### src/shared/ctr_pkg.sv
// Constants, carrier types and helper functions of the counter, PWM and capture unit.
// Contract
// RQ1: Each counter counts up when its direction bit is set, down when cleared.
// RQ2: Mode bit 2 joins A and B, bit 3 joins C and D, into 16 bits.
// RQ3: Cascaded B follows A's direction, cascaded D follows C's direction.
// RQ4: Upcount timer reaching target raises event on next tick and returns to zero.
// RQ5: Downcount timer reaching zero raises event on next tick and reloads load value.
// RQ6: Software configures modes before writing counter values, and writes both cascaded halves.
// RQ7: Re-enabling a timer halted at its terminal count may repeat that event.
// RQ8: Mode bits 0 and 1 put pairs in PWM, overriding port B latch bits.
// RQ9: Software sets port B lines 0 and 1 as digital outputs for PWM.
// RQ10: PWM counters raise no events and wrap freely at zero or the maximum.
// RQ11: Internal PWM is high while count is at most the code, else low.
// RQ12: PWM pin is the internal PWM registered on the counter tick.
// RQ13: Single PWM is 8 bits; cascaded resolution field picks 16, 14, 12 or 10.
// RQ14: Cascaded PWM code above the resolution maximum keeps the output high.
// RQ15: With capture on, reads of A and B return shadows, updated with an event.
// RQ16: Capture source bits 7:6 pick 1 kHz, 16 kHz, port A line 3 or 2.
// RQ17: Capture bits 5:4 pick disabled, rising, falling or both edges.
// RQ18: With capture on, A and B wrap freely, also while generating PWM.
// RQ19: Software changes capture source and edge fields only with counters stopped.
// RQ20: The capture event arrives one or two counter ticks after the edge.
// RQ21: Uncascaded software reads a shadow only after that counter's capture event.
// RQ22: Capture source must stay high and low longer than one counter tick period.
// RQ23: Timer-mode writes set the compare and clear (up) or load (down) the count.
// RQ24: Counters run only with their run bit set; cascaded pairs use B and D.
// RQ25: Port A capture inputs pass a two-stage synchroniser before edge detection.
package ctr_pkg;
   localparam logic [7:0] OFF_CNT_A = 8'h00;
   localparam logic [7:0] OFF_CNT_B = 8'h04;
   localparam logic [7:0] OFF_CNT_C = 8'h08;
   localparam logic [7:0] OFF_CNT_D = 8'h0C;
   localparam logic [7:0] OFF_MODE_A = 8'h10;
   localparam logic [7:0] OFF_MODE_B = 8'h14;
   localparam logic [7:0] OFF_RUN = 8'h18;
   localparam logic [7:0] OFF_PORT_B = 8'h1C;
   localparam logic [23:0] WINDOW_HIGH = 24'h00_0000;
   localparam int CFGA_PWM_LSB = 0;
   localparam int CFGA_CASC_LSB = 2;
   localparam int CFGA_DIR_LSB = 4;
   localparam int CFGB_RES_LSB = 0;
   localparam int CFGB_EDGE_LSB = 4;
   localparam int CFGB_SRC_LSB = 6;
   localparam logic [15:0] BYTE_MASK = 16'h00FF;
   localparam logic [15:0] WORD_MASK = 16'hFFFF;
   localparam logic [15:0] RES16_MASK = 16'hFFFF;
   localparam logic [15:0] RES14_MASK = 16'h3FFF;
   localparam logic [15:0] RES12_MASK = 16'h0FFF;
   localparam logic [15:0] RES10_MASK = 16'h03FF;
   localparam logic [7:0] BYTE_ZERO = 8'h00;
   localparam logic [23:0] PAD_ZERO = 24'h00_0000;

   typedef enum logic [1:0] {EDGE_OFF = 2'b00, EDGE_RISE = 2'b01, EDGE_FALL = 2'b10, EDGE_BOTH = 2'b11} edge_sel_t;
   typedef enum logic [1:0] {SRC_PA2 = 2'b00, SRC_PA3 = 2'b01, SRC_16K = 2'b10, SRC_1K = 2'b11} src_sel_t;

   typedef struct packed {
      logic hsel;
      logic [31:0] haddr;
      logic [1:0] htrans;
      logic hwrite;
      logic [2:0] hsize;
      logic [31:0] hwdata;
      logic hready;
   } ahb_in_t;

   typedef struct packed {
      logic tick_1khz;
      logic tick_16khz;
      logic pa2;
      logic pa3;
   } cap_src_t;

   typedef struct packed {
      logic [3:0][7:0] value;
      logic [3:0][7:0] cmp;
      logic [7:0] cfg_a;
      logic [7:0] cfg_b;
      logic [3:0] run;
      logic [1:0] latch;
      logic [15:0] shadow;
      logic [1:0] cap_pend;
      logic [3:0] event_out;
      logic [1:0] port_b;
      logic wr_pend;
      logic [7:0] wr_addr;
      logic [31:0] rdata;
      logic ready;
   } ctr_state_t;

   typedef struct packed {
      logic [1:0] sync_pa2;
      logic [1:0] sync_pa3;
      logic prev;
      logic pulse;
   } cap_state_t;

   // Returns {terminal hit, next count}; free-wrapping counters never hit.
   function automatic logic [16:0] step_count(input logic [15:0] v, input logic [15:0] c, input logic up,
                                              input logic wrap, input logic [15:0] mask);
      logic [16:0] r;
      r = {1'b0, v};
      if (up)
      begin
         if (!wrap && v == c)
            r = {1'b1, 16'h0000};
         else if (v == mask)
            r = {1'b0, 16'h0000};
         else
            r = {1'b0, (v + 16'h0001) & mask};
      end
      else
      begin
         if (v == 16'h0000)
            r = wrap ? {1'b0, mask} : {1'b1, c};
         else
            r = {1'b0, (v - 16'h0001) & mask};
      end
      return r;
   endfunction

   function automatic logic [15:0] res_mask(input logic [1:0] code);
      logic [15:0] m;
      unique case (code)
         2'b11: m = RES16_MASK;
         2'b10: m = RES14_MASK;
         2'b01: m = RES12_MASK;
         2'b00: m = RES10_MASK;
      endcase
      return m;
   endfunction

   function automatic logic eff_up(input logic [7:0] cfg, input int i);
      return cfg[CFGA_CASC_LSB + i / 2] ? cfg[CFGA_DIR_LSB + (i / 2) * 2] : cfg[CFGA_DIR_LSB + i];
   endfunction

   function automatic logic pwm_on(input logic [7:0] cfg, input int i);
      return cfg[CFGA_PWM_LSB + i / 2] && (cfg[CFGA_CASC_LSB + i / 2] || (i % 2 == 0));
   endfunction
endpackage

### src/logic/capture_edge.sv
// Capture source selection, synchronisation and edge detection.
`timescale 1ns/1ps
module capture_edge
   import ctr_pkg::*;
(
   input wire logic clk,
   input wire logic rst_n,
   input ctr_pkg::cap_src_t src,
   input wire logic [1:0] src_sel,
   input wire logic [1:0] edge_sel,
   output logic cap_pulse
);
   cap_state_t st;
   cap_state_t next_st;
   logic level;

   // ----------------------------------------------------------------
   // Source selection and edge detection
   // ----------------------------------------------------------------
   always_comb
   begin
      next_st = st;
      next_st.sync_pa2 = {st.sync_pa2[0], src.pa2}; // [RQ25]
      next_st.sync_pa3 = {st.sync_pa3[0], src.pa3}; // [RQ25]
      unique case (src_sel_t'(src_sel)) // [RQ16]
         SRC_PA2: level = st.sync_pa2[1];
         SRC_PA3: level = st.sync_pa3[1];
         SRC_16K: level = src.tick_16khz;
         SRC_1K: level = src.tick_1khz;
      endcase
      next_st.prev = level;
      unique case (edge_sel_t'(edge_sel)) // [RQ17]
         EDGE_OFF: next_st.pulse = 1'b0;
         EDGE_RISE: next_st.pulse = level && !st.prev;
         EDGE_FALL: next_st.pulse = !level && st.prev;
         EDGE_BOTH: next_st.pulse = level != st.prev;
      endcase
   end

   always_ff @(posedge clk or negedge rst_n)
   begin
      if (!rst_n)
         st <= '0;
      else
         st <= next_st;
   end

   assign cap_pulse = st.pulse;

   // ----------------------------------------------------------------
   // Checks
   // ----------------------------------------------------------------
   a_edge_off_quiet: assert property (@(posedge clk) disable iff (!rst_n) // [RQ17]
      edge_sel == EDGE_OFF |=> !cap_pulse) else $error("Capture pulse while capture disabled.");
   a_pa2_rise_seen: assert property (@(posedge clk) disable iff (!rst_n) // [RQ25]
      (src_sel == SRC_PA2 && edge_sel == EDGE_RISE && $rose(st.sync_pa2[1])) |=> cap_pulse)
      else $error("Rising port A edge not captured.");
endmodule

### src/logic/counter_pwm_capture_unit.sv
// Four 8-bit counters with cascading, PWM and capture, behind an AHB-Lite register slave.
//
// The AHB-Lite slave port and the register addresses are this design's own decisions.
`timescale 1ns/1ps
module counter_pwm_capture_unit
   import ctr_pkg::*;
(
   input wire logic clk,
   input wire logic resetn,
   input ctr_pkg::ahb_in_t ahb,
   output logic [31:0] hrdata,
   output logic hreadyout,
   output logic hresp,
   input wire logic [3:0] count_tick,
   input wire logic [3:2] port_a_lines,
   input wire logic tick_1khz,
   input wire logic tick_16khz,
   output logic [1:0] port_b_lines,
   output logic [3:0] counter_event
);
   logic rst_meta;
   logic rst_n;
   ctr_state_t st;
   ctr_state_t next_st;
   cap_src_t cap_src;
   logic cap_pulse;
   logic cap_on;
   logic accept;
   logic [1:0] wave;
   logic [1:0][15:0] pair_value;
   logic [1:0][15:0] pair_code;
   logic [1:0] pair_tick;
   logic [16:0] r;
   logic [15:0] mask;
   logic [7:0] wdata;
   logic casc;
   logic wrap;
   int lo;
   int idx;

   // ----------------------------------------------------------------
   // Reset release
   // ----------------------------------------------------------------
   always_ff @(posedge clk or negedge resetn)
   begin
      if (!resetn)
      begin
         rst_meta <= 1'b0;
         rst_n <= 1'b0;
      end
      else
      begin
         rst_meta <= 1'b1;
         rst_n <= rst_meta;
      end
   end

   // ----------------------------------------------------------------
   // Capture source and PWM slices
   // ----------------------------------------------------------------
   assign cap_src = '{tick_1khz: tick_1khz, tick_16khz: tick_16khz, pa2: port_a_lines[2], pa3: port_a_lines[3]};
   assign cap_on = st.cfg_b[CFGB_EDGE_LSB +: 2] != EDGE_OFF;

   capture_edge i_capture_edge (
      .clk(clk),
      .rst_n(rst_n),
      .src(cap_src),
      .src_sel(st.cfg_b[CFGB_SRC_LSB +: 2]),
      .edge_sel(st.cfg_b[CFGB_EDGE_LSB +: 2]),
      .cap_pulse(cap_pulse)
   );

   for (genvar p = 0; p < 2; p++)
   begin : g_pwm
      assign pair_value[p] = st.cfg_a[CFGA_CASC_LSB + p] ? {st.value[2 * p + 1], st.value[2 * p]}
                                                          : {BYTE_ZERO, st.value[2 * p]}; // [RQ13]
      assign pair_code[p] = st.cfg_a[CFGA_CASC_LSB + p] ? {st.cmp[2 * p + 1], st.cmp[2 * p]}
                                                         : {BYTE_ZERO, st.cmp[2 * p]};
      assign pair_tick[p] = count_tick[2 * p];
      pwm_out i_pwm_out (
         .clk(clk),
         .rst_n(rst_n),
         .tick(pair_tick[p]),
         .value(pair_value[p]),
         .code(pair_code[p]),
         .wave(wave[p])
      );
   end

   // ----------------------------------------------------------------
   // Counting, capture and register access
   // ----------------------------------------------------------------
   assign accept = ahb.hsel && ahb.hready && ahb.htrans[1];

   always_comb
   begin
      next_st = st;
      next_st.event_out = 4'h0;
      r = 17'h0_0000;
      mask = WORD_MASK;
      casc = 1'b0;
      wrap = 1'b0;
      lo = 0;
      idx = 0;
      wdata = ahb.hwdata[7:0];
      for (int p = 0; p < 2; p++)
      begin
         lo = 2 * p;
         casc = st.cfg_a[CFGA_CASC_LSB + p];
         if (casc)
         begin
            // The pair steps on the low counter's tick and runs on the high counter's bit.
            mask = pwm_on(st.cfg_a, lo) ? res_mask(st.cfg_b[CFGB_RES_LSB + 2 * p +: 2]) : WORD_MASK; // [RQ13]
            wrap = pwm_on(st.cfg_a, lo) || (p == 0 && cap_on); // [RQ10] [RQ18]
            r = step_count({st.value[lo + 1], st.value[lo]}, {st.cmp[lo + 1], st.cmp[lo]},
                           eff_up(st.cfg_a, lo), wrap, mask); // [RQ2] [RQ3]
            if (st.run[lo + 1] && count_tick[lo]) // [RQ24] [RQ7]
            begin
               next_st.value[lo + 1] = r[15:8];
               next_st.value[lo] = r[7:0];
               next_st.event_out[lo] = r[16]; // [RQ4] [RQ5]
            end
         end
         else
         begin
            for (int h = 0; h < 2; h++)
            begin
               idx = lo + h;
               wrap = pwm_on(st.cfg_a, idx) || (p == 0 && cap_on); // [RQ10] [RQ18]
               r = step_count({BYTE_ZERO, st.value[idx]}, {BYTE_ZERO, st.cmp[idx]},
                              eff_up(st.cfg_a, idx), wrap, BYTE_MASK); // [RQ1]
               if (st.run[idx] && count_tick[idx]) // [RQ24] [RQ7]
               begin
                  next_st.value[idx] = r[7:0];
                  next_st.event_out[idx] = r[16]; // [RQ4] [RQ5]
               end
            end
         end
      end

      // Shadows are filled on the counter's own tick, so the event lands one or two ticks late.
      if (cap_on)
      begin
         if (st.cfg_a[CFGA_CASC_LSB])
         begin
            if (st.cap_pend[0] && count_tick[0]) // [RQ15] [RQ20]
            begin
               next_st.shadow = {st.value[1], st.value[0]};
               next_st.event_out[1:0] = 2'b11;
               next_st.cap_pend = 2'b00;
            end
         end
         else
         begin
            for (int i = 0; i < 2; i++)
            begin
               if (st.cap_pend[i] && count_tick[i]) // [RQ15] [RQ20] [RQ21]
               begin
                  next_st.shadow[8 * i +: 8] = st.value[i];
                  next_st.event_out[i] = 1'b1;
                  next_st.cap_pend[i] = 1'b0;
               end
            end
         end
         if (cap_pulse)
            next_st.cap_pend = 2'b11; // [RQ16] [RQ22]
      end
      else
         next_st.cap_pend = 2'b00;

      // Bus write data phase; it is applied after counting, so a write beats a same-cycle tick.
      if (st.wr_pend)
      begin
         unique case (st.wr_addr)
            OFF_CNT_A, OFF_CNT_B, OFF_CNT_C, OFF_CNT_D:
            begin
               idx = int'(st.wr_addr[3:2]);
               next_st.cmp[idx] = wdata;
               if (!pwm_on(st.cfg_a, idx) && !(idx < 2 && cap_on)) // [RQ23] [RQ6]
                  next_st.value[idx] = eff_up(st.cfg_a, idx) ? BYTE_ZERO : wdata;
            end
            OFF_MODE_A: next_st.cfg_a = wdata;
            OFF_MODE_B: next_st.cfg_b = wdata; // [RQ19]
            OFF_RUN: next_st.run = wdata[3:0];
            OFF_PORT_B: next_st.latch = wdata[1:0];
            default: next_st.latch = st.latch;
         endcase
      end
      next_st.wr_pend = accept && ahb.hwrite && ahb.haddr[31:8] == WINDOW_HIGH;
      next_st.wr_addr = ahb.haddr[7:0];

      // Read data is registered in the address phase; unmapped words read as zero.
      if (accept && !ahb.hwrite)
      begin
         next_st.rdata = 32'h0000_0000;
         if (ahb.haddr[31:8] == WINDOW_HIGH)
         begin
            unique case (ahb.haddr[7:0])
               OFF_CNT_A: next_st.rdata = {PAD_ZERO, cap_on ? st.shadow[7:0] : st.value[0]}; // [RQ15]
               OFF_CNT_B: next_st.rdata = {PAD_ZERO, cap_on ? st.shadow[15:8] : st.value[1]}; // [RQ15]
               OFF_CNT_C: next_st.rdata = {PAD_ZERO, st.value[2]};
               OFF_CNT_D: next_st.rdata = {PAD_ZERO, st.value[3]};
               OFF_MODE_A: next_st.rdata = {PAD_ZERO, st.cfg_a};
               OFF_MODE_B: next_st.rdata = {PAD_ZERO, st.cfg_b};
               OFF_RUN: next_st.rdata = {PAD_ZERO, 4'h0, st.run};
               OFF_PORT_B: next_st.rdata = {PAD_ZERO, 6'h00, st.latch};
               default: next_st.rdata = 32'h0000_0000;
            endcase
         end
      end

      // PWM overrides the port B latch bit.
      for (int p = 0; p < 2; p++)
         next_st.port_b[p] = st.cfg_a[CFGA_PWM_LSB + p] ? wave[p] : st.latch[p]; // [RQ8]
      next_st.ready = 1'b1;
   end

   always_ff @(posedge clk or negedge rst_n)
   begin
      if (!rst_n)
         st <= '0;
      else
         st <= next_st;
   end

   assign hrdata = st.rdata;
   assign hreadyout = st.ready;
   assign hresp = 1'b0;
   assign port_b_lines = st.port_b;
   assign counter_event = st.event_out;

   // ----------------------------------------------------------------
   // Checks
   // ----------------------------------------------------------------
   logic timer_a;
   logic casc_ab_up;
   assign timer_a = !st.cfg_a[CFGA_CASC_LSB] && !st.cfg_a[CFGA_PWM_LSB] && !cap_on;
   assign casc_ab_up = st.cfg_a[CFGA_CASC_LSB] && !st.cfg_a[CFGA_PWM_LSB] && !cap_on && st.cfg_a[CFGA_DIR_LSB];

   a_run_gate_freeze: assert property (@(posedge clk) disable iff (!rst_n) // [RQ24]
      (!st.cfg_a[CFGA_CASC_LSB] && !st.run[0] && !st.wr_pend) |=> $stable(st.value[0]))
      else $error("Stopped counter A moved.");
   a_up_target_event: assert property (@(posedge clk) disable iff (!rst_n) // [RQ4]
      (timer_a && st.cfg_a[CFGA_DIR_LSB] && st.run[0] && count_tick[0] && !st.wr_pend
       && st.value[0] == st.cmp[0]) |=> (st.value[0] == BYTE_ZERO && counter_event[0]))
      else $error("Upcount terminal did not clear and signal.");
   a_down_zero_reload: assert property (@(posedge clk) disable iff (!rst_n) // [RQ5]
      (timer_a && !st.cfg_a[CFGA_DIR_LSB] && st.run[0] && count_tick[0] && !st.wr_pend
       && st.value[0] == BYTE_ZERO) |=> (st.value[0] == $past(st.cmp[0]) && counter_event[0]))
      else $error("Downcount terminal did not reload and signal.");
   a_up_step_one: assert property (@(posedge clk) disable iff (!rst_n) // [RQ1]
      (timer_a && st.cfg_a[CFGA_DIR_LSB] && st.run[0] && count_tick[0] && !st.wr_pend
       && st.value[0] != st.cmp[0]) |=> (st.value[0] == $past(st.value[0]) + 8'h01 && !counter_event[0]))
      else $error("Upcount did not step by one.");
   a_casc_follow_dir: assert property (@(posedge clk) disable iff (!rst_n) // [RQ3]
      (casc_ab_up && !st.cfg_a[CFGA_DIR_LSB + 1] && st.run[1] && count_tick[0] && !st.wr_pend
       && {st.value[1], st.value[0]} != {st.cmp[1], st.cmp[0]})
      |=> {st.value[1], st.value[0]} == $past({st.value[1], st.value[0]}) + 16'h0001)
      else $error("Cascaded pair ignored counter A direction.");
   a_pwm_no_event: assert property (@(posedge clk) disable iff (!rst_n) // [RQ10]
      (st.cfg_a[CFGA_PWM_LSB + 1] && st.cfg_a[CFGA_CASC_LSB + 1]) |=> !counter_event[2] && !counter_event[3])
      else $error("PWM pair raised an event.");
   a_pwm_a_quiet: assert property (@(posedge clk) disable iff (!rst_n) // [RQ10]
      (st.cfg_a[CFGA_PWM_LSB] && !cap_on) |=> !counter_event[0])
      else $error("PWM counter A raised an event.");
   // A code above the resolution maximum is never passed by the masked count.
   a_pwm_over_high: assert property (@(posedge clk) disable iff (!rst_n) // [RQ14]
      (st.cfg_a[CFGA_PWM_LSB] && st.cfg_a[CFGA_CASC_LSB] && count_tick[0]
       && pair_code[0] > res_mask(st.cfg_b[CFGB_RES_LSB +: 2])) |=> wave[0])
      else $error("Over-range PWM code did not hold the wave high.");
   a_pwm_pin_drive: assert property (@(posedge clk) disable iff (!rst_n) // [RQ8]
      st.cfg_a[CFGA_PWM_LSB] |=> port_b_lines[0] == $past(wave[0]))
      else $error("Port B line 0 does not carry the PWM wave.");
   a_latch_pass: assert property (@(posedge clk) disable iff (!rst_n) // [RQ8]
      !st.cfg_a[CFGA_PWM_LSB + 1] |=> port_b_lines[1] == $past(st.latch[1]))
      else $error("Port B line 1 does not carry the latch.");
   a_capture_shadow: assert property (@(posedge clk) disable iff (!rst_n) // [RQ15]
      (cap_on && !st.cfg_a[CFGA_CASC_LSB] && st.cap_pend[0] && count_tick[0])
      |=> (st.shadow[7:0] == $past(st.value[0]) && counter_event[0]))
      else $error("Capture did not fill shadow A with an event.");
   a_capture_pend: assert property (@(posedge clk) disable iff (!rst_n) // [RQ20]
      (cap_on && cap_pulse) |=> st.cap_pend == 2'b11)
      else $error("Capture edge was lost.");
   a_write_up_clear: assert property (@(posedge clk) disable iff (!rst_n) // [RQ23]
      (timer_a && st.cfg_a[CFGA_DIR_LSB] && st.wr_pend && st.wr_addr == OFF_CNT_A)
      |=> (st.value[0] == BYTE_ZERO && st.cmp[0] == $past(ahb.hwdata[7:0])))
      else $error("Upcount write did not clear the count.");

   c_up_terminal: cover property (@(posedge clk) disable iff (!rst_n) timer_a && counter_event[0]);
   c_pwm_high: cover property (@(posedge clk) disable iff (!rst_n) st.cfg_a[CFGA_PWM_LSB] && port_b_lines[0]);
   c_pwm_casc_high: cover property (@(posedge clk) disable iff (!rst_n)
      st.cfg_a[CFGA_PWM_LSB] && st.cfg_a[CFGA_CASC_LSB] && port_b_lines[0]);
   c_capture_casc: cover property (@(posedge clk) disable iff (!rst_n)
      cap_on && st.cfg_a[CFGA_CASC_LSB] && counter_event[1:0] == 2'b11);
endmodule

### src/logic/pwm_out.sv
// PWM comparator with its registered, glitch-free output.
`timescale 1ns/1ps
module pwm_out
   import ctr_pkg::*;
(
   input wire logic clk,
   input wire logic rst_n,
   input wire logic tick,
   input wire logic [15:0] value,
   input wire logic [15:0] code,
   output logic wave
);
   logic st;
   logic next_st;

   // A code above the resolution maximum can never be passed by the count, so the wave stays high.
   always_comb
   begin
      next_st = st;
      if (tick)
         next_st = value <= code; // [RQ11] [RQ12] [RQ14]
   end

   always_ff @(posedge clk or negedge rst_n)
   begin
      if (!rst_n)
         st <= 1'b0;
      else
         st <= next_st;
   end

   assign wave = st;

   a_wave_sample: assert property (@(posedge clk) disable iff (!rst_n) // [RQ12]
      tick |=> wave == ($past(value) <= $past(code))) else $error("PWM wave not sampled from compare.");
   a_wave_hold: assert property (@(posedge clk) disable iff (!rst_n) // [RQ12]
      !tick |=> $stable(wave)) else $error("PWM wave changed without a counter tick.");
endmodule

### config.mk
export PLATFORM = sky130hd
export DESIGN_NAME = counter_pwm_capture_unit
export DESIGN_NICKNAME = d
export VERILOG_FILES = /design/src/shared/ctr_pkg.sv /design/src/logic/capture_edge.sv /design/src/logic/counter_pwm_capture_unit.sv /design/src/logic/pwm_out.sv
export SDC_FILE = /design/constraint.sdc
export NUM_CORES = 1
export LEC_CHECK = 0
export ABC_AREA = 0
export BUFFER_PORTS_ARGS = -buffer_cell sky130_fd_sc_hd__buf_2
export CORE_ASPECT_RATIO = 0.9
export CORE_MARGIN = 5
export CORE_UTILIZATION = 50
export DETAILED_ROUTE_END_ITERATION = 8
export GPL_TIMING_DRIVEN = 0
export PLACE_DENSITY = 0.69
export SYNTH_ARGS = -nofsm -noshare
export SYNTH_HDL_FRONTEND = slang
export SYNTH_SLANG_ARGS = --single-unit
### constraint.sdc
create_clock -name clk -period 7 [get_ports clk]
set_clock_uncertainty 0.1 [all_clocks]
set_input_delay 1.05 -clock clk [delete_from_list [all_inputs] [get_ports clk]]
set_output_delay 1.05 -clock clk [all_outputs]
set_load 0.005 [all_outputs]
* Word-level counts from Yosys, hierarchy flattened *
Cells that the tools add are included.

word-level totals
  bits in registers = 162
  logic and storage cells = 270
  output and inout port bits = 40
  bits of input ports = 82

cells by class
  order comparisons = 9
  equal/unequal tests = 43
  reduce and logical (&&, ||, !) cells = 64
  bitwise operators = 4
  $add $sub $neg = 15
  muxes and demuxes = 105

operators by type and width
  kind                                                 number
  two-way mux 17 bit                                   24
  two-way mux 16 bit                                   14
  two-way mux 8 bit                                    17
  case mux 16 bit (4 select lines)                     2
  two-way mux 86 bit                                   1
  bitwise AND 16 bit                                   4
  bitwise mux 32 bit                                   2
  equality test 16 bit                                 4
  equality test 8 x 5 -> 1 bit, second input constant  8
  two-way mux 64 bit                                   1
  case mux 8 bit (8 select lines)                      1
  zero test 8 bit                                      6
  two-way mux 18 bit                                   2
  adder 16 x 1 -> 16 bit, second input constant        2
  adder 8 x 1 -> 8 bit, second input constant          4
  equality test 8 x 4 -> 1 bit, second input constant  4
  equality test 8 bit                                  4
  equality test 8 bit, second input constant           4
  <= comparator 16 bit                                 2
  zero test 16 bit                                     2
  zero test 32 bit                                     1
  two-way mux 32 bit                                   1
  subtractor 16 x 1 -> 16 bit, second input constant   2
  subtractor 8 x 1 -> 8 bit, second input constant     4
  30 further kinds                                     124

* Logic depth before layout (Yosys ltp) *
Gate-level depths: netlist of run 1.

  depth in word-level cells = 14
  depth in mapped cells = 13
  depth with buffers taken out = 9

* Hierarchy *
Synthesis of run 1 repeated with hierarchy kept, for this count alone.

second synthesis, totals
  cells, all modules = 1464
  area total of the unflattened synthesis = 12101.6 sq um

modules (own cells, without submodules)
  module                    instances  sequential area each (sq um)  area each (sq um)  cells an instance
  counter_pwm_capture_unit  1          3253.1                        10951.8            1325
  pwm_out                   2          25.0                          450.4              62
  capture_edge              1          150.1                         249.0              15

* Worst setup path after synthesis of run 1 *
OpenSTA, ideal clock, no wires.

  path type = register -> register
  start point = register st[82] (netlist bit)
  end point = register g_pwm[0].i_pwm_out.st
  arrival time = 2.627 ns
  period minus slack after synthesis = 2.804 ns
  buffers on the path = 4
  cell stages (with the launch flop) = 14
  path slack = 4.196 ns
  library setup time = 0.077 ns
  cells stage by stage = dfrtp_1 > clkbuf_1 > clkbuf_1 > clkbuf_1 > clkbuf_1 > nand2_1 > ha_1 > a21o_1 > a21o_1 > a21oi_1 > nor2b_1 > o21ai_0 > o311ai_0 > a21oi_1

between the ends
  word-level cells in the longest chain between the ends = 2

ends and longest elaborated chain
  element                                RTL line                                                        RTL
  start: declaration                     counter_pwm_capture_unit.sv:23                                  ctr_state_t st;
  start signal: assignment               counter_pwm_capture_unit.sv:223                                 st <= next_st;
  two-way mux 16 bit (on tied branches)  counter_pwm_capture_unit.sv:75, counter_pwm_capture_unit.sv:77
  <= comparator 16 bit *                 pwm_out.sv:21                                                   next_st = value <= code;
  end signal: assignment                 pwm_out.sv:29                                                   st <= next_st;
  end: declaration                       pwm_out.sv:13                                                   logic st;

Mark *: on every way between the ends. The rest lies on a longest branch, timed or not.
A chain may end at the register's enable or synchronous reset.

==> metrics.txt, run 1 <==
most frequent cells in the layout 169 x nand2_1, 137 x dfrtp_1, 94 x nor2_1; Port Buffer Count a little over 60; Clock Sinks ~140; gr ovfl total 0; number of global-route vias before repair around 12000; Max VDD drop 197 uV; area grow syn2layout 12.3%; H-tree Lvls 4; Main synth FF type dfrtp_1; Routed WL 47700 um; status finished, final reports clean; Worst EP arrival approximately 4300 ps; Final Max Tran Viols 0; worst skew pair latency roughly 440 ps; Worst path slowest cell nor3b_1; initial antenna violation count 1; largest net degree at the start of global routing between 50 and 60; Synth cell types 95; CP endpoint kind flip-flop; drt first pass iters 6; Post-synth EDFFs 0; first-pass GRT wire length roughly 70000 um; Post-CTS Hold Buffers 0; Critical R2R Launch st[136]; max_slew headroom 0.153; Final period util 0.581; pwr dens between 200 and 250 nW/um2; share of cells above drive strength 1 0.162; CP cell instances clkbuf_1 -> inv_1 -> ha_1 -> nor3b_1 -> nand4_1 -> clkbuf_1 -> o311ai_0 -> o311ai_0 -> o2111ai_1 -> o21ai_0; worst endpoint required time 7210 ps; TNS Setup 0 ps; synth warn 0; sw frac 0.444; Vias/cell approximately 6.6; First DRT Iteration DRCs a little under 2000; # diodes 0; Antenna Violating Nets Remaining 0; Setup CP Type reg2reg; Ports between 100 and 150; Vias 12400; crit path from st[136]; ys async rst share 1.00; most common cell after layout, fill and taps aside nand2_1; DP HPWL between 30000 and 40000 um; clock share of power 0.287; # rows 53; Max Clk Rate about 250 MHz; Avg Inst Size Synth 8.17 um2; RSZ-0062 raised after global routing false; fill cell count 2229; die area about 27000 um2; sw power roughly 1400 uW; Int Pwr about 1800 uW; final hold viol count 0; max-cap violation count 0; Num CTS Buffers 17; initial cell density of the core 0.507; die boundary height 156 um; flops & latches, synth about 140; Worst Tran Pin Value around 1300 ps; drt wl/cell 25.5 um; total track usage 0.353; Die Wd around 170 um; Final min period around 4000 ps; Flop pwr share 0.301; postcts setup bufs 0; cell count after synthesis approximately 1400; min-delay worst type reg2async; Setup violations, final 0; root buf cell clkbuf_16; CP max FO 10; Leak Pwr 0.00563 uW; CP max stage delay a little over 800 ps; Seq/Total Area, Yosys 0.292; area of the core about 23000 um2; Post-Synthesis Cell Area ~12000 um2; Worst-path clk slew ~80 ps; CTS tree built; DRC Markers 0; CTS Buffer Depth 2; Logic pwr share 0.411; PostCTS Resize Cnt 0; nets 1682; Finished Core Util 0.569; Placer Congestion 0.999; Worst setup SP type flip-flop
## per-stage QoR
step	cells	setup slack, ps	power, uW	area [um2]	hold WS, ps
2_1_floorplan	1473	2770	1870	11900	231
3_3_place_gp	1837	927	2270	12600	236
3_5_place_dp	1839	3230	2270	12700	230
4_1_cts	1871	3210	3210	13300	223
5_1_grt	1871	2730	3410	13300	255
6_report	1871	2930	3260	13300	218
## area by class of cell
| cell class | count | area, um2 | area share |
|---|---|---|---|
| plain buffers | 152 | 788 | 0.0594 |
| multi-input cells | 1148 | 7550 | 0.569 |
| well taps | 302 | 378 | 0.0285 |
| inverters | 35 | 131 | 0.00989 |
| clock buffers | 17 | 425 | 0.0320 |
| clock inverters | 15 | 179 | 0.0135 |
| flip-flops and latches | 138 | 3460 | 0.260 |
| repair buffers | 64 | 365 | 0.0275 |
## cell usage after synthesis, drive strengths merged (6+ instances only)
cell / n / share of area
nor4: 30 / 0.017
o2111ai: 6 / 0.0044
a221oi: 13 / 0.010
o311ai: 18 / 0.013
o21ai: 82 / 0.035
and3: 25 / 0.014
a22o: 9 / 0.0067
nor2: 96 / 0.033
xor2: 32 / 0.024
ha: 44 / 0.047
inv: 35 / 0.011
or4: 6 / 0.0041
or3: 13 / 0.0073
nand2: 172 / 0.055
a21oi: 79 / 0.034
a211oi: 27 / 0.018
nand4: 20 / 0.011
nor2b: 12 / 0.0063
nor3b: 9 / 0.0057
o211ai: 14 / 0.0089
a2111oi: 10 / 0.010
mux2: 62 / 0.059
a31oi: 16 / 0.0085
mux2i: 15 / 0.013
and2: 32 / 0.017
clkbuf: 84 / 0.027
dfrtp: 138 / 0.29
nor3: 56 / 0.024
buf: 68 / 0.040
xnor2: 22 / 0.016
nand2b: 10 / 0.0053
nand3: 58 / 0.025
o21a: 8 / 0.0051
a21o: 11 / 0.0070
a311oi: 7 / 0.0052
a22oi: 8 / 0.0051
o31ai: 19 / 0.012
## logic make-up after synthesis
kind of cell,Yosys count,synth area share
xor+xnor,54,0.0400
simple gates,566,0.247
flops,138,0.292
buf+inv,187,0.0778
fa+ha+maj,44,0.0466
compound gates,379,0.223
mux,78,0.0736
other cells,2,0.000635
## power by group through the flow
| stage | Combinational (uW) | Sequential, uW | Clock [uW] |
|---|---|---|---|
| 3_5_place_dp | 1280 | 991 | 0 |
| 6_report | 1340 | 983 | 938 |
| 5_1_grt | 1440 | 990 | 982 |
| 4_1_cts | 1290 | 976 | 942 |
| 2_1_floorplan | 910 | 956 | 0 |
| 3_3_place_gp | 1270 | 1000 | 0 |
## metal layers
layer / routed length, um / track usage
met5: 0 / 0
met4: 1160 / 0.0928
met3: 6070 / 0.0844
met2: 19200 / 0.495
met1: 21200 / 0.543
## worst max-delay path, delay by kind of cell, from the launching register on
kind            cells  cell delay [ps]
compound gates      4              990
buf+inv             3              940
flops               1              430
simple gates        2             1270
fa+ha+maj           1              190
## path summary, 6_finish.rpt
kind                            slack (ps)                   end  cells after the start
worst max-delay path                  2930               st[148]                     10
worst min-delay path                   220               st[138]                      0
worst max register to register        2930               st[148]                     10
worst min register to register         220               st[138]                      0
max in group asynchronous             5610                st[52]                      2
min in group clk                       250  i_capture_edge.st[5]                      0
Power figures use the tool's default switching activity.
==> run 2, diff against run 1 <==
Settings changed: PLACE_DENSITY 0.69 to 0.72.
Clock period 7 ns to 3.4 ns, I/O delays scaled along.
==> metrics.txt, run 2 (synthesized netlist as in run 1, its figures left out) <==
RSZ-0062 raised after global routing false; hold wc startpoint port_a_lines[3]; H-tree Lvls 4 (unchanged); max-cap violation count 0 (unchanged); clock share of power 0.284 (-0.003); met2 WL 18900 um (-1.6%); M1 WL 20800 um (-2.2%); Antenna Violating Nets Remaining 0 (unchanged); share of cells above drive strength 1 0.177 (+0.0149); min-delay worst type in2reg; Vias 12400 (+0.27%); placed cell areas 12700 um2 (about the same); Final Max Tran Viols 0 (unchanged); Vias/cell 6.65 (+0.27%); most frequent cells in the layout 169 x nand2_1, 135 x dfrtp_1, 94 x nor2_1; Die Wd 172 um (unchanged); CP max FO 10 (unchanged); initial antenna violation count 0 (-1); CTS Buffer Depth 2 (unchanged); Flop pwr share 0.301 (about the same); Leak Pwr 0.00568 uW (+0.88%); Tot Pwr 6800 uW (+110%); sw power 2980 uW (+110%); Port Buffer Count 62 (unchanged); drt first pass iters 8 (+2); Max Used Layer met4; gr ovfl total 0 (unchanged); final instance area 13400 um2 (+0.74%); Critical R2R Launch st[128]; DRC Markers 0 (unchanged); number of global-route vias before repair 11800 (+2.7%); Finished Core Util 0.573 (+0.00418); root buf cell clkbuf_16; total track usage 0.354 (+0.000456); Setup violations, final 0 (unchanged); fill cell count 2203 (-1.2%); area grow syn2layout 13.1%; largest net degree at the start of global routing 60 (+11%); initial cell density of the core 0.507 (unchanged); WHS 67.6 ps (-150 ps); Clock Sinks 138 (unchanged); worst skew pair latency 440 ps (about the same); final hold viol count 0 (unchanged); Worst EP arrival 3640 ps (-640 ps); drt wl/cell 25.6 um (+0.28%); worst endpoint required time 3640 ps (-3570 ps); # rows 53 (unchanged); crit path from st[128]; Routed WL 47800 um (+0.28%); Logic pwr share 0.415 (+0.004); WL met3 6840 um (+13%); CP endpoint kind flip-flop; Ports 122 (unchanged); Max Clk Rate 294 MHz (+20%); most common cell after layout, fill and taps aside nand2_1; sw frac 0.438 (-0.00584); DP HPWL 35900 um (-0.70%); Worst Tran Pin Value 1450 ps (+183 ps); Final period util 0.999 (+0.418); nets 1680 (-0.12%); area of the core 23300 um2 (unchanged); Setup CP Type reg2reg; Max VDD drop 394 uV (+100%); die area 26800 um2 (unchanged); max_slew headroom 0.0333 (-0.120); Num CTS Buffers 17 (unchanged); Placer Congestion 1.03 (+3.3%); CTS tree built; die boundary height 156 um (unchanged); status finished, final reports clean; Worst-path clk slew 70 ps (about the same); Final min period 3400 ps (-670 ps); pwr dens 509 nW/um2 (+110%); first-pass GRT wire length 71800 um (+0.14%); Int Pwr 3820 uW (+110%); First DRT Iteration DRCs 2004 (+3.7%); Worst setup SP type flip-flop
[run 2: cell count changes in the layout (fill, tap and decap cells not counted), moves of 3 or more]
cell      change
nor3b_1       -3
clkinv_8      -3
clkbuf_1     -13
clkbuf_2      +7
clkinv_4      +3
[run 2: path summary, 6_finish.rpt]
| path | endpoint | slack, ps | cells past startpoint |
|---|---|---|---|
| worst max-delay path | st[134] | 4 | 10 |
| worst min-delay path | i_capture_edge.next_st[3] | 70 | 1 |
| worst max register to register | st[134] | 4 | 10 |
| worst min register to register | asynchronous set/reset pin | 150 | 0 |
| max in group asynchronous | st[82] | 2080 | 2 |
| min in group asynchronous | asynchronous set/reset pin | 150 | 0 |
[run 2: through the flow]
stage               TNS [ps]  worst slack (ps)  instances
global route               0              3.58       1869
global placement       -5950              -608       1837
detailed placement     -4590              -443       1839
finish                     0              3.58       1871
floorplan                  0               596       1473
CTS                        0              24.4       1871
[run 2: power by group through the flow]
stage,Sequential (uW),Combinational [uW],Clock (uW)
3_5_place_dp,2030,2650,0
4_1_cts,2010,2680,1950
2_1_floorplan,1970,1870,0
5_1_grt,2060,3020,2010
3_3_place_gp,2050,2620,0
6_report,2040,2830,1930
[run 2: area by class of cell]
cell class,count,area [um2],area share
clock buffers,17,425,0.0318
plain buffers,148,787,0.0588
diodes,2,5.00,0.000374
clock inverters,15,179,0.0134
well taps,302,378,0.0283
inverters,35,131,0.00982
repair buffers,66,383,0.0286
multi-input cells,1148,7630,0.570
flip-flops and latches,138,3460,0.259
[run 2: timing repair]
| item | 4_1_cts | 5_1_grt |
|---|---|---|
| hold buffers | 1 | 0 |
| pin swaps | 0 | 2 |
| hold endpoints to repair | 2 | 0 |
| gates cloned | 0 | 0 |
| endpoints found under the setup margin | 22 | 31 |
| resized for setup | 12 | 23 |
| buffers inserted | 0 | 1 |
[run 2: routing by layer]
layer,up-vias,track usage
met5,-,0
met4,0,0.110
met3,107,0.117
met2,895,0.480
met1,5927,0.529
li1,5513,-
[run 2: critical path, stage by stage, from the launching register on]
cell	delay (ps)
dfrtp_2	490
buf_2	230
inv_1	120
ha_2	280
or4b_4	480
buf_6	160
nor2_8	220
nand2_2	190
o311ai_1	630
a211oi_1	180
a21o_1	210
==> run 3, diff against run 2 <==
Settings changed: CORE_UTILIZATION 50 to 55, PLACE_DENSITY 0.72 to 0.78, SKIP_CTS_REPAIR_TIMING from default to 1.
==> metrics.txt, run 3 (synthesized netlist as in run 1, its figures left out) <==
final instance area 13300 um2 (-0.30%); CP max FO 10 (unchanged); TNS Setup -23.5 ps (-23.5 ps); # rows 50 (-5.7%); CTS tree built; root buf cell clkbuf_16; DRC Markers 1 (+1); Final Max Tran Viols 0 (unchanged); Max Used Layer met5; worst skew pair latency 440 ps (about the same); Final min period 3420 ps (+26.8 ps); Die Wd 165 um (-4.4%); area grow syn2layout 12.8%; Finished Core Util 0.636 (+0.0633); Worst-path clk slew 70 ps (about the same); worst endpoint required time 3570 ps (-70 ps); pwr dens 506 nW/um2 (-0.46%); Worst Tran Pin Value 1370 ps (-76.5 ps); final setup margin -23.2 ps (-26.8 ps); Num CTS Buffers 17 (unchanged); First DRT Iteration DRCs 2043 (+1.9%); largest net degree at the start of global routing 70 (+17%); WL met3 8260 um (+21%); die boundary height 149 um (-4.4%); drt first pass iters 9 (+1); min-delay worst type in2reg; CP max stage delay 1140 ps (+510 ps); Leak Pwr 0.00566 uW (-0.32%); CTS Buffer Depth 2 (unchanged); final hold viol count 0 (unchanged); initial cell density of the core 0.564 (+0.0577); drt wl/cell 26.3 um (+2.7%); Worst path slowest cell nor4_1; placed cell areas 12600 um2 (-0.16%); DP HPWL 36100 um (+0.59%); max-cap violation count 0 (unchanged); most frequent cells in the layout 169 x nand2_1, 135 x dfrtp_1, 93 x nor2_1; number of global-route vias before repair 11800 (-0.025%); status finished with violations; area of the core 21000 um2 (-10%); fill cell count 1836 (-17%); M1 WL 19600 um (-5.8%); initial antenna violation count 1 (+1); Port Buffer Count 62 (unchanged); gr ovfl total 0 (unchanged); max_slew headroom 0.0759 (+0.0426); Ports 122 (unchanged); Placement Setup Slack -434 ps (+9.52 ps); H-tree Lvls 4 (unchanged); Max VDD drop 403 uV (+2.3%); nets 1681 (+0.060%); Clock Sinks 138 (unchanged); share of cells above drive strength 1 0.175 (-0.00128); Setup violations, final 2 (+2); Antenna Violating Nets Remaining 0 (unchanged); Vias 12900 (+3.3%); Worst EP arrival 3600 ps (-40 ps); met2 WL 19000 um (+0.67%); total track usage 0.392 (+0.0382); die area 24500 um2 (-8.5%); CP endpoint kind flip-flop; most common cell after layout, fill and taps aside nand2_1; Final period util 1.01 (+0.00787); Worst setup SP type flip-flop; Max Clk Rate 292 MHz (-0.78%); CP cell instances buf_2 -> xor2_1 -> nor4_1 -> a31o_2 -> o21bai_2 -> nor2_1 -> a222oi_1 -> o221ai_1; Vias/cell 6.92 (+4.1%); failing checks design-rule violations, negative setup slack; first-pass GRT wire length 72700 um (+1.2%); area occupied by multi-input gates 7620 um2 (about the same); register area 3460 um2 (unchanged); Placer Congestion 1.05 (+1.7%); Setup CP Type reg2reg; Routed WL 48800 um (+1.9%)
## run 3: changes by cell type in the layout (fill, tap and decap cells not counted), moves of 2 or more
cell        change
clkinv_4        -2
buf_2           -3
diode_2         +2
clkinv_2        +3
clkbuf_1        +2
inv_8           -5
buf_4           +2
clkinvlp_4      +2
clkinv_8        -2
## run 3: cell type report
class	count	area share
Antenna cell	4	0.000751
Buffer	148	0.0594
Clock buffer	20	0.0335
Clock inverter	11	0.00929
Inverter	35	0.00985
Multi-Input combinational cell	1148	0.572
Sequential cell	138	0.259
Tap cell	286	0.0268
Timing Repair Buffer	67	0.0293
## run 3: per-layer routing
layer  global-route usage  up-vias
li1                     -     5515
met1                0.571     6016
met2                0.533     1103
met3                0.145      212
met4                0.129        4
met5                    0        -
## run 3: power by group
group / leakage [uW] / internal [uW] / switching [uW]
clock network: 0.000272 / 1100 / 794
logic: 0.00367 / 975 / 1850
registers: 0.00171 / 1800 / 239
total: 0.00566 / 3870 / 2880
## run 3: critical path, delay by kind of cell (launching register included)
kind | cells | cell delay [ps]
and+or+nand+nor | 2 | 1350
AOI/OAI and AO/OA | 4 | 1090
DFF | 1 | 350
buffers and inverters | 1 | 190
xor gates and xnor gates | 1 | 180
## run 3: final timing paths
kind,from,end,slack (ps),cells past startpoint
worst min register to register,rst_n,st[124],130,0
worst max register to register,st[147],st[137],-20,8
max in group asynchronous,rst_n,st[41],2090,2
worst max-delay path,st[147],st[137],-20,8
worst min-delay path,port_a_lines[3],i_capture_edge.next_st[3],90,1
min in group asynchronous,rst_n,st[124],130,0
## run 3: metrics by stage
step,hold WS [ps],std cells,power (uW)
4_1_cts,-260,1854,6530
3_5_place_dp,131,1823,4660
6_report,87.2,1857,6750
3_3_place_gp,196,1821,4650
5_1_grt,85.3,1853,7020
2_1_floorplan,114,1473,3840
